[config.mk]
export PLATFORM = sky130hd
export DESIGN_NAME = peripheral_interrupt_mask
export DESIGN_NICKNAME = d
export VERILOG_FILES = /design/src/pirq_pkg.sv /design/src/peripheral_interrupt_mask.sv /design/src/pin_sync.sv
export VERILOG_INCLUDE_DIRS = /design/src /design/src/src
export SDC_FILE = /design/constraint.sdc
export NUM_CORES = 1
export LEC_CHECK = 0
export BUFFER_PORTS_ARGS = -buffer_cell sky130_fd_sc_hd__buf_2
export CORE_ASPECT_RATIO = 1.5
export CORE_MARGIN = 3
export CORE_UTILIZATION = 50
export CTS_CLUSTER_DIAMETER = 40
export DETAILED_ROUTE_END_ITERATION = 8
export PLACE_DENSITY_LB_ADDON = 0.12
export SLEW_MARGIN = 20
export SYNTH_ARGS = -nofsm -noshare
export SYNTH_HDL_FRONTEND = slang
export SYNTH_SLANG_ARGS = --single-unit
[constraint.sdc]
create_clock -name clk_sys_in -period 2.09 [get_ports clk_sys_in]
set_input_delay 0.418 -clock clk_sys_in [delete_from_list [all_inputs] [get_ports clk_sys_in]]
set_output_delay 0.418 -clock clk_sys_in [all_outputs]
set_load 0.02 [all_outputs]
[src/pirq_map.svh]
// Register offsets, field positions, reset values for the peripheral interrupt mask block
`ifndef PIRQ_MAP_SVH
`define PIRQ_MAP_SVH
`define ADDR_W 13
`define DATA_W 8
`define PERIPHERAL_IRQ_ENABLE_OFS 13'h1FBC
`define PERIPHERAL_IRQ_PENDING_OFS 13'h1FBE
`define MAIN_IRQ_ENABLE_OFS 13'h1FC0
`define EVENT_STATUS_OFS 13'h1FC2
`define EVENT_MASK_OFS 13'h1FC4
`define PERIPHERAL_IRQ_ENABLE_RST 8'hAA
`define PENDING_RST 8'h00
`define MAIN_IRQ_ENABLE_RST 8'h00
`define EVENT_STATUS_RST 8'h00
`define EVENT_MASK_RST 8'h00
`define TIMER1_WRAP_BIT 0
`define TIMER2_WRAP_BIT 2
`define PERIPH_SRC_BIT 4
`define SERIAL_SRC_BIT 6
`define MAIN_TIMER_WRAP_BIT 0
`define MAIN_PERIPH_BIT 1
`define MAIN_SERIAL_BIT 2
`define IMPL_MASK 8'h55
`define EVT_TIMER_GROUP_BIT 0
`define EVT_PERIPH_GROUP_BIT 1
`define EVT_SERIAL_GROUP_BIT 2
`define EVT_IMPL_MASK 8'h07
`endif

[src/pirq_pkg.sv]
// Types shared by the peripheral interrupt mask block
package pirq_pkg;
    typedef logic [7:0] reg8_t;
endpackage : pirq_pkg

[src/peripheral_interrupt_mask.sv]
// Peripheral interrupt mask: per-source enables feeding grouped interrupt lines
//
// The address-and-strobe port was chosen for this implementation.
`include "pirq_map.svh"

// Operation
// - Mask register individually enables peripheral, serial and timer-wrap group sources.
// - Bit 2 set lets timer 2 wrap request the timer group line.
// - Bit 0 set lets timer 1 wrap request the shared timer group line.
// - Timer group line delivered only while main mask bit 0 is set.
module peripheral_interrupt_mask
    import pirq_pkg::*;
(
    input wire logic clk_sys_in,
    input wire logic rst_in,
    input wire logic [`ADDR_W-1:0] addr_in,
    input wire logic [`DATA_W-1:0] wdata_in,
    input wire logic wr_in,
    input wire logic rd_in,
    output logic [`DATA_W-1:0] rdata_out,
    input wire logic timer1_wrap_in,
    input wire logic timer2_wrap_in,
    input wire logic periph_event_in,
    input wire logic serial_event_in,
    output logic timer_wrap_group_irq_out,
    output logic peripheral_group_irq_out,
    output logic serial_group_irq_out,
    output logic irq_out
);
    // Synchronised pin levels and their previous values
    logic t1_lvl;
    logic t2_lvl;
    logic pe_lvl;
    logic se_lvl;
    logic t1_prev_ff;
    logic t2_prev_ff;
    logic pe_prev_ff;
    logic se_prev_ff;

    // Bus registers and their next values
    reg8_t peripheral_irq_enable_ff;
    reg8_t nxt_peripheral_irq_enable;
    reg8_t pending_ff;
    reg8_t nxt_pending;
    reg8_t main_enable_ff;
    reg8_t nxt_main_enable;
    reg8_t evt_status_ff;
    reg8_t nxt_evt_status;
    reg8_t evt_mask_ff;
    reg8_t nxt_evt_mask;
    reg8_t rdata_ff;
    reg8_t nxt_rdata;
    logic timer_grp_ff;
    logic nxt_timer_grp;
    logic periph_grp_ff;
    logic nxt_periph_grp;
    logic serial_grp_ff;
    logic nxt_serial_grp;
    logic irq_ff;
    logic nxt_irq;

    reg8_t rise;
    reg8_t gated;
    logic timer_req;
    logic periph_req;
    logic serial_req;
    reg8_t grp_evt;
    // Next-value copies of the edge-detect history
    logic nxt_t1_prev;
    logic nxt_t2_prev;
    logic nxt_pe_prev;
    logic nxt_se_prev;
    // Write decodes, one per mapped register
    logic wr_enable_hit;
    logic wr_pending_hit;
    logic wr_main_hit;
    logic wr_status_hit;
    logic wr_evt_mask_hit;

    // Exact address match; unmapped writes fall through untouched
    assign wr_enable_hit = wr_in && (addr_in == `PERIPHERAL_IRQ_ENABLE_OFS);
    assign wr_pending_hit = wr_in && (addr_in == `PERIPHERAL_IRQ_PENDING_OFS);
    assign wr_main_hit = wr_in && (addr_in == `MAIN_IRQ_ENABLE_OFS);
    assign wr_status_hit = wr_in && (addr_in == `EVENT_STATUS_OFS);
    assign wr_evt_mask_hit = wr_in && (addr_in == `EVENT_MASK_OFS);

    pin_sync u_sync_t1 (
        .clk_sys_in(clk_sys_in),
        .rst_in(rst_in),
        .pin_in(timer1_wrap_in),
        .level_out(t1_lvl)
    );
    pin_sync u_sync_t2 (
        .clk_sys_in(clk_sys_in),
        .rst_in(rst_in),
        .pin_in(timer2_wrap_in),
        .level_out(t2_lvl)
    );
    pin_sync u_sync_pe (
        .clk_sys_in(clk_sys_in),
        .rst_in(rst_in),
        .pin_in(periph_event_in),
        .level_out(pe_lvl)
    );
    pin_sync u_sync_se (
        .clk_sys_in(clk_sys_in),
        .rst_in(rst_in),
        .pin_in(serial_event_in),
        .level_out(se_lvl)
    );

    // Edge detect on synchronised levels; reset low matches idle pins
    always_comb
    begin
        nxt_t1_prev = t1_lvl;
        nxt_t2_prev = t2_lvl;
        nxt_pe_prev = pe_lvl;
        nxt_se_prev = se_lvl;
        rise = 8'h00;
        rise[`TIMER1_WRAP_BIT] = t1_lvl & ~t1_prev_ff;
        rise[`TIMER2_WRAP_BIT] = t2_lvl & ~t2_prev_ff;
        rise[`PERIPH_SRC_BIT] = pe_lvl & ~pe_prev_ff;
        rise[`SERIAL_SRC_BIT] = se_lvl & ~se_prev_ff;
    end

    always_ff @(posedge clk_sys_in or posedge rst_in)
    begin
        if (rst_in)
        begin
            t1_prev_ff <= 1'b0;
            t2_prev_ff <= 1'b0;
            pe_prev_ff <= 1'b0;
            se_prev_ff <= 1'b0;
        end
        else
        begin
            t1_prev_ff <= nxt_t1_prev;
            t2_prev_ff <= nxt_t2_prev;
            pe_prev_ff <= nxt_pe_prev;
            se_prev_ff <= nxt_se_prev;
        end
    end

    // Enable registers hold all eight bits; reserved ones read back only
    always_comb
    begin
        nxt_peripheral_irq_enable = peripheral_irq_enable_ff;
        nxt_main_enable = main_enable_ff;
        nxt_evt_mask = evt_mask_ff;
        if (wr_enable_hit)
        begin
            nxt_peripheral_irq_enable = wdata_in;
        end
        if (wr_main_hit)
        begin
            nxt_main_enable = wdata_in;
        end
        // Event mask only gates irq_out, never the group lines
        if (wr_evt_mask_hit)
        begin
            nxt_evt_mask = wdata_in;
        end
    end

    always_ff @(posedge clk_sys_in or posedge rst_in)
    begin
        if (rst_in)
        begin
            peripheral_irq_enable_ff <= `PERIPHERAL_IRQ_ENABLE_RST;
            main_enable_ff <= `MAIN_IRQ_ENABLE_RST;
            evt_mask_ff <= `EVENT_MASK_RST;
        end
        else
        begin
            peripheral_irq_enable_ff <= nxt_peripheral_irq_enable;
            main_enable_ff <= nxt_main_enable;
            evt_mask_ff <= nxt_evt_mask;
        end
    end

    // Write one clears; a new edge in the same cycle wins over the clear
    always_comb
    begin
        nxt_pending = pending_ff;
        if (wr_pending_hit)
        begin
            nxt_pending = pending_ff & ~wdata_in;
        end
        // Reserved pending bits never set
        nxt_pending = (nxt_pending | rise) & `IMPL_MASK;
    end

    always_ff @(posedge clk_sys_in or posedge rst_in)
    begin
        if (rst_in)
        begin
            pending_ff <= `PENDING_RST;
        end
        else
        begin
            pending_ff <= nxt_pending;
        end
    end

    // Reserved enable bits masked off before use
    always_comb
    begin
        gated = pending_ff & peripheral_irq_enable_ff & `IMPL_MASK;
        timer_req = gated[`TIMER1_WRAP_BIT]
            | gated[`TIMER2_WRAP_BIT];
        periph_req = gated[`PERIPH_SRC_BIT];
        serial_req = gated[`SERIAL_SRC_BIT];
        // Main enable is the last gate, so a masked group drops in one cycle
        nxt_timer_grp = timer_req & main_enable_ff[`MAIN_TIMER_WRAP_BIT];
        nxt_periph_grp = periph_req & main_enable_ff[`MAIN_PERIPH_BIT];
        nxt_serial_grp = serial_req & main_enable_ff[`MAIN_SERIAL_BIT];
    end

    always_ff @(posedge clk_sys_in or posedge rst_in)
    begin
        if (rst_in)
        begin
            timer_grp_ff <= 1'b0;
            periph_grp_ff <= 1'b0;
            serial_grp_ff <= 1'b0;
        end
        else
        begin
            timer_grp_ff <= nxt_timer_grp;
            periph_grp_ff <= nxt_periph_grp;
            serial_grp_ff <= nxt_serial_grp;
        end
    end

    // Sticky status records each rising group line
    always_comb
    begin
        grp_evt = 8'h00;
        grp_evt[`EVT_TIMER_GROUP_BIT] = nxt_timer_grp & ~timer_grp_ff;
        grp_evt[`EVT_PERIPH_GROUP_BIT] = nxt_periph_grp & ~periph_grp_ff;
        grp_evt[`EVT_SERIAL_GROUP_BIT] = nxt_serial_grp & ~serial_grp_ff;
        nxt_evt_status = evt_status_ff;
        if (wr_status_hit)
        begin
            nxt_evt_status = evt_status_ff & ~wdata_in;
        end
        nxt_evt_status = (nxt_evt_status | grp_evt) & `EVT_IMPL_MASK;
        // Next values used so irq follows status on the same edge
        nxt_irq = |(nxt_evt_status & nxt_evt_mask);
    end

    always_ff @(posedge clk_sys_in or posedge rst_in)
    begin
        if (rst_in)
        begin
            evt_status_ff <= `EVENT_STATUS_RST;
            irq_ff <= 1'b0;
        end
        else
        begin
            evt_status_ff <= nxt_evt_status;
            irq_ff <= nxt_irq;
        end
    end

    // Read data stands one cycle and is zero otherwise, so stale data never shows
    always_comb
    begin
        nxt_rdata = 8'h00;
        if (rd_in)
        begin
            case (addr_in)
                `PERIPHERAL_IRQ_ENABLE_OFS: nxt_rdata = peripheral_irq_enable_ff;
                `PERIPHERAL_IRQ_PENDING_OFS: nxt_rdata = pending_ff;
                `MAIN_IRQ_ENABLE_OFS: nxt_rdata = main_enable_ff;
                `EVENT_STATUS_OFS: nxt_rdata = evt_status_ff;
                `EVENT_MASK_OFS: nxt_rdata = evt_mask_ff;
                // Unmapped addresses read as zero
                default: nxt_rdata = 8'h00;
            endcase
        end
    end

    always_ff @(posedge clk_sys_in or posedge rst_in)
    begin
        if (rst_in)
        begin
            rdata_ff <= 8'h00;
        end
        else
        begin
            rdata_ff <= nxt_rdata;
        end
    end

    assign rdata_out = rdata_ff;
    assign timer_wrap_group_irq_out = timer_grp_ff;
    assign peripheral_group_irq_out = periph_grp_ff;
    assign serial_group_irq_out = serial_grp_ff;
    assign irq_out = irq_ff;
endmodule : peripheral_interrupt_mask

[src/pin_sync.sv]
// Three-stage synchroniser with agreement filter for one pin
module pin_sync
    import pirq_pkg::*;
(
    input wire logic clk_sys_in,
    input wire logic rst_in,
    input wire logic pin_in,
    output logic level_out
);
    logic s1_ff;
    logic s2_ff;
    logic s3_ff;
    logic level_ff;
    logic nxt_level;

    always_comb
    begin
        nxt_level = level_ff;
        // Accept change only once stages two and three agree
        if (s2_ff == s3_ff)
        begin
            nxt_level = s3_ff;
        end
    end

    always_ff @(posedge clk_sys_in or posedge rst_in)
    begin
        if (rst_in)
        begin
            s1_ff <= 1'b0;
            s2_ff <= 1'b0;
            s3_ff <= 1'b0;
            level_ff <= 1'b0;
        end
        else
        begin
            s1_ff <= pin_in;
            s2_ff <= s1_ff;
            s3_ff <= s2_ff;
            level_ff <= nxt_level;
        end
    end

    assign level_out = level_ff;
endmodule : pin_sync

---- Word-level counts from Yosys, hierarchy flattened ----
Cells that the tools add are included.
operators by class
  equal/unequal tests ..................... 9
  multiplexer cells ....................... 5
  bitwise logic cells ..................... 25
  reductions and logical operators ........ 6
operator list
  kind                                          count
  equality test 13 bit (second input constant)  5
  one-hot mux 8 bit (5 select lines)            1
  two-way mux 8 bit                             2
  bitwise AND 7 bit                             2
  bitwise AND 1 bit                             10
  bitwise AND 3 x 8 -> 8 bit                    1
  OR reduction 8 bit                            1
  two-way mux 7 bit                             1
  inverter 1 bit                                7
  inverter 7 bit                                1
  bitwise OR 7 bit                              1
  logical AND 1 bit                             5
  equality test 1 bit                           4
  bitwise AND 3 bit                             1
  two-way mux 3 bit                             1
  bitwise OR 3 bit                              1
  bitwise OR 1 bit                              1
storage, ports and cells
  register bits after elaboration ......... 63
  output and inout bits ................... 12

---- Depth between registers and ports, before layout ----
Gate-level depths: netlist of the first run.
  depth in word-level cells ............... 7
  gate-level depth with buffers ........... 7
  mapped depth without buffers ............ 5

---- Modules after synthesis ----
From an unflattened synthesis of the first run, not the netlist that was laid out.
second synthesis, totals
  cells, all modules ...................... 189
  area, all modules ....................... 2526.2 sq um
modules (own cells, without submodules)
  module                     times used  cells each  area each (sq um)
  peripheral_interrupt_mask  1           165         2065.7
  pin_sync                   4           6           115.1

---- Least setup slack after synthesis of the first run ----
Ideal clock, no wire load.
  path type ............................... input port to flip-flop
  start ................................... in addr_in[3]
  end ..................................... reg irq_ff, in the netlist irq_out
  arrival time ............................ 1.493 ns
  required time ........................... 1.958 ns
  setup slack ............................. 0.466 ns
  stages .................................. 7
  cells stage by stage .................... nor4b_4 -> and3b_1 -> buf_6 -> buf_8 -> nand3_2 -> a21oi_2 -> o221ai_2
between the ends
  cells in the longest elaborated chain, start to end .. 6
  elaborated cells between the ends (all ways) .. 9
  those cells by class .................... eq/ne: 2; mux: 2; bitwise: 2; reduce/logical: 3
RTL lines
  element                         RTL line                          RTL
  from (decl)                     peripheral_interrupt_mask.sv:16   input wire logic [`ADDR_W-1:0] addr_in,
  equality test 13 bit            n/a
  logical AND 1 bit               peripheral_interrupt_mask.sv:84   assign wr_status_hit = wr_in && (addr_in == `EVENT_STATUS_OFS);
  two-way mux 3 bit               peripheral_interrupt_mask.sv:243  if (wr_status_hit)
  bitwise OR 3 bit                peripheral_interrupt_mask.sv:247  nxt_evt_status = (nxt_evt_status | grp_evt) & `EVT_IMPL_MASK;
  bitwise AND 3 x 8 -> 8 bit (*)  peripheral_interrupt_mask.sv:249  nxt_irq = |(nxt_evt_status & nxt_evt_mask);
  OR reduction 8 bit (*)          peripheral_interrupt_mask.sv:249
  net nxt_irq                     peripheral_interrupt_mask.sv:60   logic nxt_irq;
  to (signal assigned)            peripheral_interrupt_mask.sv:262  irq_ff <= nxt_irq;
  to (decl)                       peripheral_interrupt_mask.sv:59   logic irq_ff;
Mark *: on every way through the listed nets, which the timed path passes. The rest lies on a longest branch.
A chain may end at the register's enable or synchronous reset.

---- Final worst setup path of the first run ----
Ends and elaborated chain as after synthesis.

==> flow_metrics.py, run 1 <==
metrics = {
    "run_status": {
        "status": "complete, no violations",
    },
    "power": {
        "p_comb_frac": 0.044,
        "powerDensity_mw_per_mm2": 754,
        "switching_share": 0.225,
        "p_seq_frac": 0.560,
        "p_sw_w": 0.000507,
        "clkPwrFrac": 0.396,
        "internal_power_w": 0.00175,
        "ir_worst_vdd_uv": 682,
        "power_w": 0.00225,
        "p_leak_nw": 1.53,
    },
    "setup_path": {
        "critical_path.max_fanout": 9,
        "rr_endpoint": "irq_out",
        "cp-start-kind": "primary input",
        "worst_ep_arrival_time_ps": 1900,
        "rr_startpoint": "pending_ff[0]",
        "setup.reg_to_reg.worst_slack_ps": 850,
        "required_ps": 2290,
        "critical_path_class": "in2reg",
        "worst_setup_path_end_kind": "flop",
        "r2r_cells": 5,
    },
    "sta": {
        "fmax_mhz": 590,
        "setup_viol_count_final": 0,
        "period_needed_ps": 1700,
        "fin_crit_sh": 0.811,
        "rsz0062_at_grt": "no",
        "final-hold-violation-count": 0,
        "max_slew_margin": 0.535,
        "fin_tns_setup_ps": 0,
        "slew_viol_final": 0,
        "tightestPinTransition_ps": 689,
        "fin_worst_skew_ps": 5.13,
    },
    "run": {
        "maxCapViolations": 0,
    },
    "layout": {
        "layout-drive-gt1-share": 0.408,
        "fin_nets": 264,
        "area_growth_pct": 18.3,
        "antenna_cells": 0,
        "final_core_util": 0.617,
        "layout_commonest_cell": "dfrtp_1",
        "fillers": 408,
        "final_cell_mix": "59 x dfrtp_1, 40 x buf_2, 22 x mux2_2",
    },
    "drt": {
        "wl_per_cell_microns": 16.4,
        "drt_iter0_markers": 114,
        "ant_nets": 0,
        "dr_total_vias": 1687,
        "vias_per_cell": 5.51,
        "postRouteWirelength_microns": 5030,
        "drtPass1Iterations": 4,
        "drc_errors": 0,
    },
    "clocking": {
        "cts_tree": "built",
        "ctsResizeCount": 0,
        "cts.path.max_buffers": 2,
        "cts_root_buffer": "clkbuf_8",
        "ctsHoldBuffers": 0,
        "htree_num_levels": 3,
        "clkLatencyLatePin_ps": 330,
        "cts_sinks": 63,
        "clk_pin_slew_ps": 70,
        "post_cts_buffers": 0,
        "cts_buffers": 9,
    },
    "synth": {
        "syn_nets": 211,
        "ys.flop_type": "dfrtp_1",
        "syn_area_sq_mm": 0.00253,
        "synth_edf_count": 0,
        "ys_ff_latch": 63,
        "synthCells": 182,
        "yosysSeqAreaShare": 0.625,
        "ys_types": 37,
        "postSynthAreaPerCell_sq_um": 13.9,
        "synthArstFlopShare": 1.00,
        "ys_warn_count": 0,
    },
    "floorplan": {
        "dieArea_sq_mm": 0.00596,
        "row_count": 31,
        "start_util": 0.522,
        "boundaryPins": 41,
        "dieHeight_microns": 93.1,
        "dieWidth_microns": 64.1,
        "core_sq_mm": 0.00485,
    },
    "grt": {
        "grt_usage": 0.189,
        "overflow": 0,
        "antenna_found_initial": 0,
        "grt_pass1_vias": 1816,
        "grt_max_degree": 64,
        "grt_pass1_wl_microns": 8430,
    },
    "min_path": {
        "hp-class": "in2async",
    },
    "placed_design": {
        "portBuffers": 40,
        "finalWeightedCongestion": 0.911,
        "dp_hpwl_microns": 3610,
    },
}
## cells by family after synthesis
family	share of synthesized area
flip-flops	0.625
AO/OA/AOI/OAI	0.0975
adder cells (fa/ha/maj)	0.0158
AND/OR/NAND/NOR	0.113
multiplexers	0.106
buffers and inverters	0.0421
## metrics by stage
stage                     setup WS (ps)  std cells  hold WS, ps  area [sq um]
final                               395        306          132          2990
after global routing                360        306          153          2990
after CTS                           428        306          136          2990
after detailed placement           77.5        290          338          2820
after global placement              193        290          334          2820
after floorplan                     109        182          331          2530
## how the worst max path moves through the flow
stage / startpoint / to / slack [ps] / cells past startpoint
2_1_floorplan: rst_in / evt_mask_ff[0] / 110 / 1
3_3_place_gp: addr_in[3] / irq_out / 190 / 6
3_5_place_dp: addr_in[3] / irq_out / 80 / 6
4_1_cts: addr_in[3] / irq_out / 430 / 6
5_1_grt: addr_in[6] / rdata_out[3] / 360 / 5
6_report: addr_in[3] / irq_out / 390 / 6
## power groups by stage
stage / Clock [W] / Sequential (W) / Combinational (W)
after floorplan: 0 / 0.00128 / 0.0000489
after global placement: 0 / 0.00128 / 0.0000980
after detailed placement: 0 / 0.00128 / 0.000102
after CTS: 0.000921 / 0.00126 / 0.000103
after global routing: 0.000983 / 0.00126 / 0.000113
final: 0.000891 / 0.00126 / 0.000100
## flip-flops by register name (all words and copies together), names as in the netlist, 3 cells and up
register,count
rdata_out,8
main_enable_ff,8
evt_mask_ff,8
pending_ff,4
peripheral_irq_enable_ff,8
evt_status_ff,3
## worst max-delay path, cell delays in order
cell and delay, ps:
buf_2 120, nor4b_4 330, and3_1 460, nand2_4 160, mux2i_1 280, o221ai_2 130
## cell usage after synthesis (2+ instances only)
cell	instances	area, sq um
a221oi_1	4	35.0
maj3_1	4	40.0
a22o_1	6	52.6
nand4b_1	2	17.5
and4b_1	2	20.0
a211oi_1	2	15.0
nor2_1	8	30.0
dfrtp_1	59	1480
and3_1	4	25.0
o21a_1	2	15.0
dfstp_2	4	105
nand4_1	3	18.8
mux2_2	22	248
nand2_1	10	37.5
nand2_4	2	22.5
nand3_1	5	25.0
mux2i_1	2	20.0
inv_1	14	52.6
o31ai_1	2	15.0
a222oi_1	6	60.1
buf_6	3	33.8
## layer usage
metal  vias up  wire length (microns)  GRT usage
li1        778                      -          -
met1       845                   1970      0.202
met2        54                   2660      0.321
met3        10                    265     0.0661
met4         0                    130      0.105
met5         -                      0          0
## final cells by class
type | instances | area, sq um | share of cell area
Tap cell | 66 | 82.6 | 0.0276
Multi-Input combinational cell | 100 | 841 | 0.281
Inverter | 14 | 52.6 | 0.0176
Sequential cell | 63 | 1580 | 0.529
Clock buffer | 12 | 145 | 0.0485
Timing Repair Buffer | 47 | 265 | 0.0887
Clock inverter | 4 | 22.5 | 0.00753
(Power assumes the default switching activity.)
==> run 2, diff against run 1 <==
--- a/config.mk
+++ b/config.mk
@@ -6,6 +6,7 @@
 export SDC_FILE = /design/constraint.sdc
 export NUM_CORES = 1
 export LEC_CHECK = 0
+export ABC_AREA = 1
 export BUFFER_PORTS_ARGS = -buffer_cell sky130_fd_sc_hd__buf_2
 export CORE_ASPECT_RATIO = 1.5
 export CORE_MARGIN = 3
==> constraint.sdc (replaced) <==
create_clock -name clk_sys_in -period 1.55 [get_ports clk_sys_in]
set_input_delay 0.31 -clock clk_sys_in [delete_from_list [all_inputs] [get_ports clk_sys_in]]
set_output_delay 0.31 -clock clk_sys_in [all_outputs]
set_load 0.02 [all_outputs]
==> run 2 against run 1 <==
  * Die area increased by 3.6%
  * Global-route usage is 0.38 points higher
  * Final area grew 5.3%
  * Power increased by 37%
  * Area after synthesis increased by 4.0%
  * Critical path depth grew 1
  * Utilization rose by 1.8 points
  * Critical endpoint is now evt_mask_ff[7]
  * Combinational power grew 46%
  * Final cell count is 31% higher
  * First-iteration DRC count is 21% lower
  * Highest routed layer unchanged
==> flow_metrics.py, run 2 <==
metrics = {
    "clocking": {
        "htree_num_levels": 3,
        "cts.path.max_buffers": 2,
        "cts_root_buffer": "clkbuf_8",
        "clk_pin_slew_ps": 60,
        "cts_tree": "built",
        "cts_sinks": 63,
        "clkLatencyLatePin_ps": 330,
        "cts_buffers": 9,
        "ctsResizeCount": 0,
    },
    "layout": {
        "antenna_cells": 0,
        "fin_nets": 360,
        "layout-drive-gt1-share": 0.271,
        "final_cell_mix": "71 x nand2_1, 59 x dfrtp_1, 40 x buf_2",
        "fillers": 446,
        "final_core_util": 0.634,
        "layout_commonest_cell": "nand2_1",
        "area_growth_pct": 19.8,
    },
    "synth": {
        "synthArstFlopShare": 1.00,
        "synth_edf_count": 0,
        "synth_area_leaders": "dfrtp_1 56%, nand2_1 10%, o21ai_0 4.4%",
        "yosysTopAreaCell": "dfrtp_1",
        "syn_nets": 304,
        "netlist_top_cells_count": "71 x nand2_1, 59 x dfrtp_1, 26 x inv_1",
        "synthCells": 275,
        "synth_most_common_cell": "nand2_1",
        "ys_ff_latch": 63,
        "yosysSeqAreaShare": 0.602,
        "ys_types": 26,
        "synth.top_cell.area_share": 0.562,
        "postSynthAreaPerCell_sq_um": 9.56,
        "ys_warn_count": 0,
        "syn_area_sq_mm": 0.00263,
        "ys.flop_type": "dfrtp_1",
    },
    "grt": {
        "overflow": 0,
        "grt_max_degree": 29,
        "grt_usage": 0.193,
        "antenna_found_initial": 0,
        "grt_pass1_wl_microns": 8710,
        "grt_pass1_vias": 1927,
    },
    "drt": {
        "drt_iter0_markers": 90,
        "wl_met3_microns": 244,
        "drtPass1Iterations": 4,
        "wl_per_cell_microns": 12.9,
        "vias_per_cell": 4.91,
        "drc_errors": 0,
        "postRouteWirelength_microns": 5170,
        "ant_nets": 0,
        "wl_met2_microns": 2600,
        "top_layer": "met4",
        "dr_total_vias": 1974,
        "wl_met1_microns": 2140,
    },
    "sta": {
        "slew_viol_final": 0,
        "tightestPinTransition_ps": 423,
        "fin_crit_sh": 0.768,
        "final-hold-violation-count": 0,
        "max_slew_margin": 0.718,
        "hold_ws_ps": 83.8,
        "fmax_mhz": 840,
        "fin_tns_setup_ps": 0,
        "period_needed_ps": 1190,
        "rsz0062_at_grt": "no",
        "fin_worst_skew_ps": 8.04,
        "setup_viol_count_final": 0,
    },
    "power": {
        "p_leak_nw": 1.58,
        "powerDensity_mw_per_mm2": 980,
        "ir_worst_vdd_uv": 653,
    },
    "setup_path": {
        "critical_path_class": "in2reg",
        "crit_slowest_cell": "buf_4",
        "crit_chain": "buf_2 -> nor2_2 -> nand3_2 -> nor2_1 -> nand3_1 -> buf_4 -> o21ai_0",
        "cp-start-kind": "primary input",
        "worst_setup_path_end_kind": "flop",
        "required_ps": 1790,
        "critical_path.max_fanout": 10,
        "slowest_delay_ps": 240,
        "worst_ep_arrival_time_ps": 1430,
    },
    "run_status": {
        "status": "complete, no violations",
    },
    "floorplan": {
        "dieWidth_microns": 65.2,
        "dieHeight_microns": 94.8,
        "boundaryPins": 41,
        "dieArea_sq_mm": 0.00618,
        "core_sq_mm": 0.00496,
        "start_util": 0.529,
        "row_count": 31,
    },
    "run": {
        "maxCapViolations": 0,
    },
    "placed_design": {
        "dp_hpwl_microns": 3850,
        "portBuffers": 40,
        "finalWeightedCongestion": 0.813,
    },
    "min_path": {
        "hp-class": "in2reg",
    },
}
run 2: cell types whose count changed in the layout (fill, tap and decap cells not counted), sizes merged, moves of 13 or more:
cell,change
inv,+13
mux2,-22
nand2,+62
nand3,+18
nor2,+23
o21ai,+35
run 2: metal layers:
metal,global-route usage,vias up
met4,0.126,0
met3,0.0583,14
li1,-,990
met2,0.314,54
met1,0.216,916
met5,0,-
run 2: repair_timing:
| action | in CTS | in global routing |
|---|---|---|
| hold buffers | 1 | 0 |
| setup buffers | 0 | 0 |
| hold endpoints to repair | 18 | 0 |
run 2: final timing paths:
path	from	to	slack, ps	cells after the start
setup / recovery	addr_in[1]	evt_mask_ff[7]	360	7
hold / removal	periph_event_in	u_sync_pe.s1_ff	80	1
setup reg to reg	peripheral_irq_enable_ff[0]	irq_out	430	5
hold reg to reg	u_sync_se.s1_ff	u_sync_se.s2_ff	350	0
max in group asynchronous	rst_in	rdata_out[1]	480	4
min in group asynchronous	rst_in	u_sync_pe.s1_ff	530	3
run 2: critical path, delay by kind of cell:
kind,cells,cell delay (ps)
simple gates,4,600
compound gates,1,170
buf+inv,2,350
run 2: where the power goes:
part	switching, W	internal, W
clock	0.000576	0.000663
sequential	0.0000175	0.00168
combinational	0.0000920	0.0000542
run 2: cell families after synthesis:
family,count (synthesis),share of synthesized area
AOI/OAI and AO/OA,38,0.0852
DFF,63,0.602
and+or+nand+nor,137,0.247
buffers and inverters,33,0.0509
adders and majority gates,4,0.0152
run 2: cell type report:
cell class / count / area (sq um) / share of cell area
Clock inverter: 3 / 17.5 / 0.00556
Inverter: 29 / 113 / 0.0358
Tap cell: 66 / 82.6 / 0.0262
Timing Repair Buffer: 49 / 283 / 0.0898
Clock buffer: 13 / 159 / 0.0505
Sequential cell: 63 / 1580 / 0.502
Multi-Input combinational cell: 179 / 913 / 0.290
run 2: per-stage QoR:
stage                     power (W)  worst slack (ps)  instances  cell area (sq um)
after floorplan             0.00180               235        275               2630
after global placement      0.00187              31.8        385               2960
after detailed placement    0.00188              16.4        385               2960
after CTS                   0.00313               350        402               3150
after global routing        0.00324               215        402               3150
final                       0.00309               360        402               3150
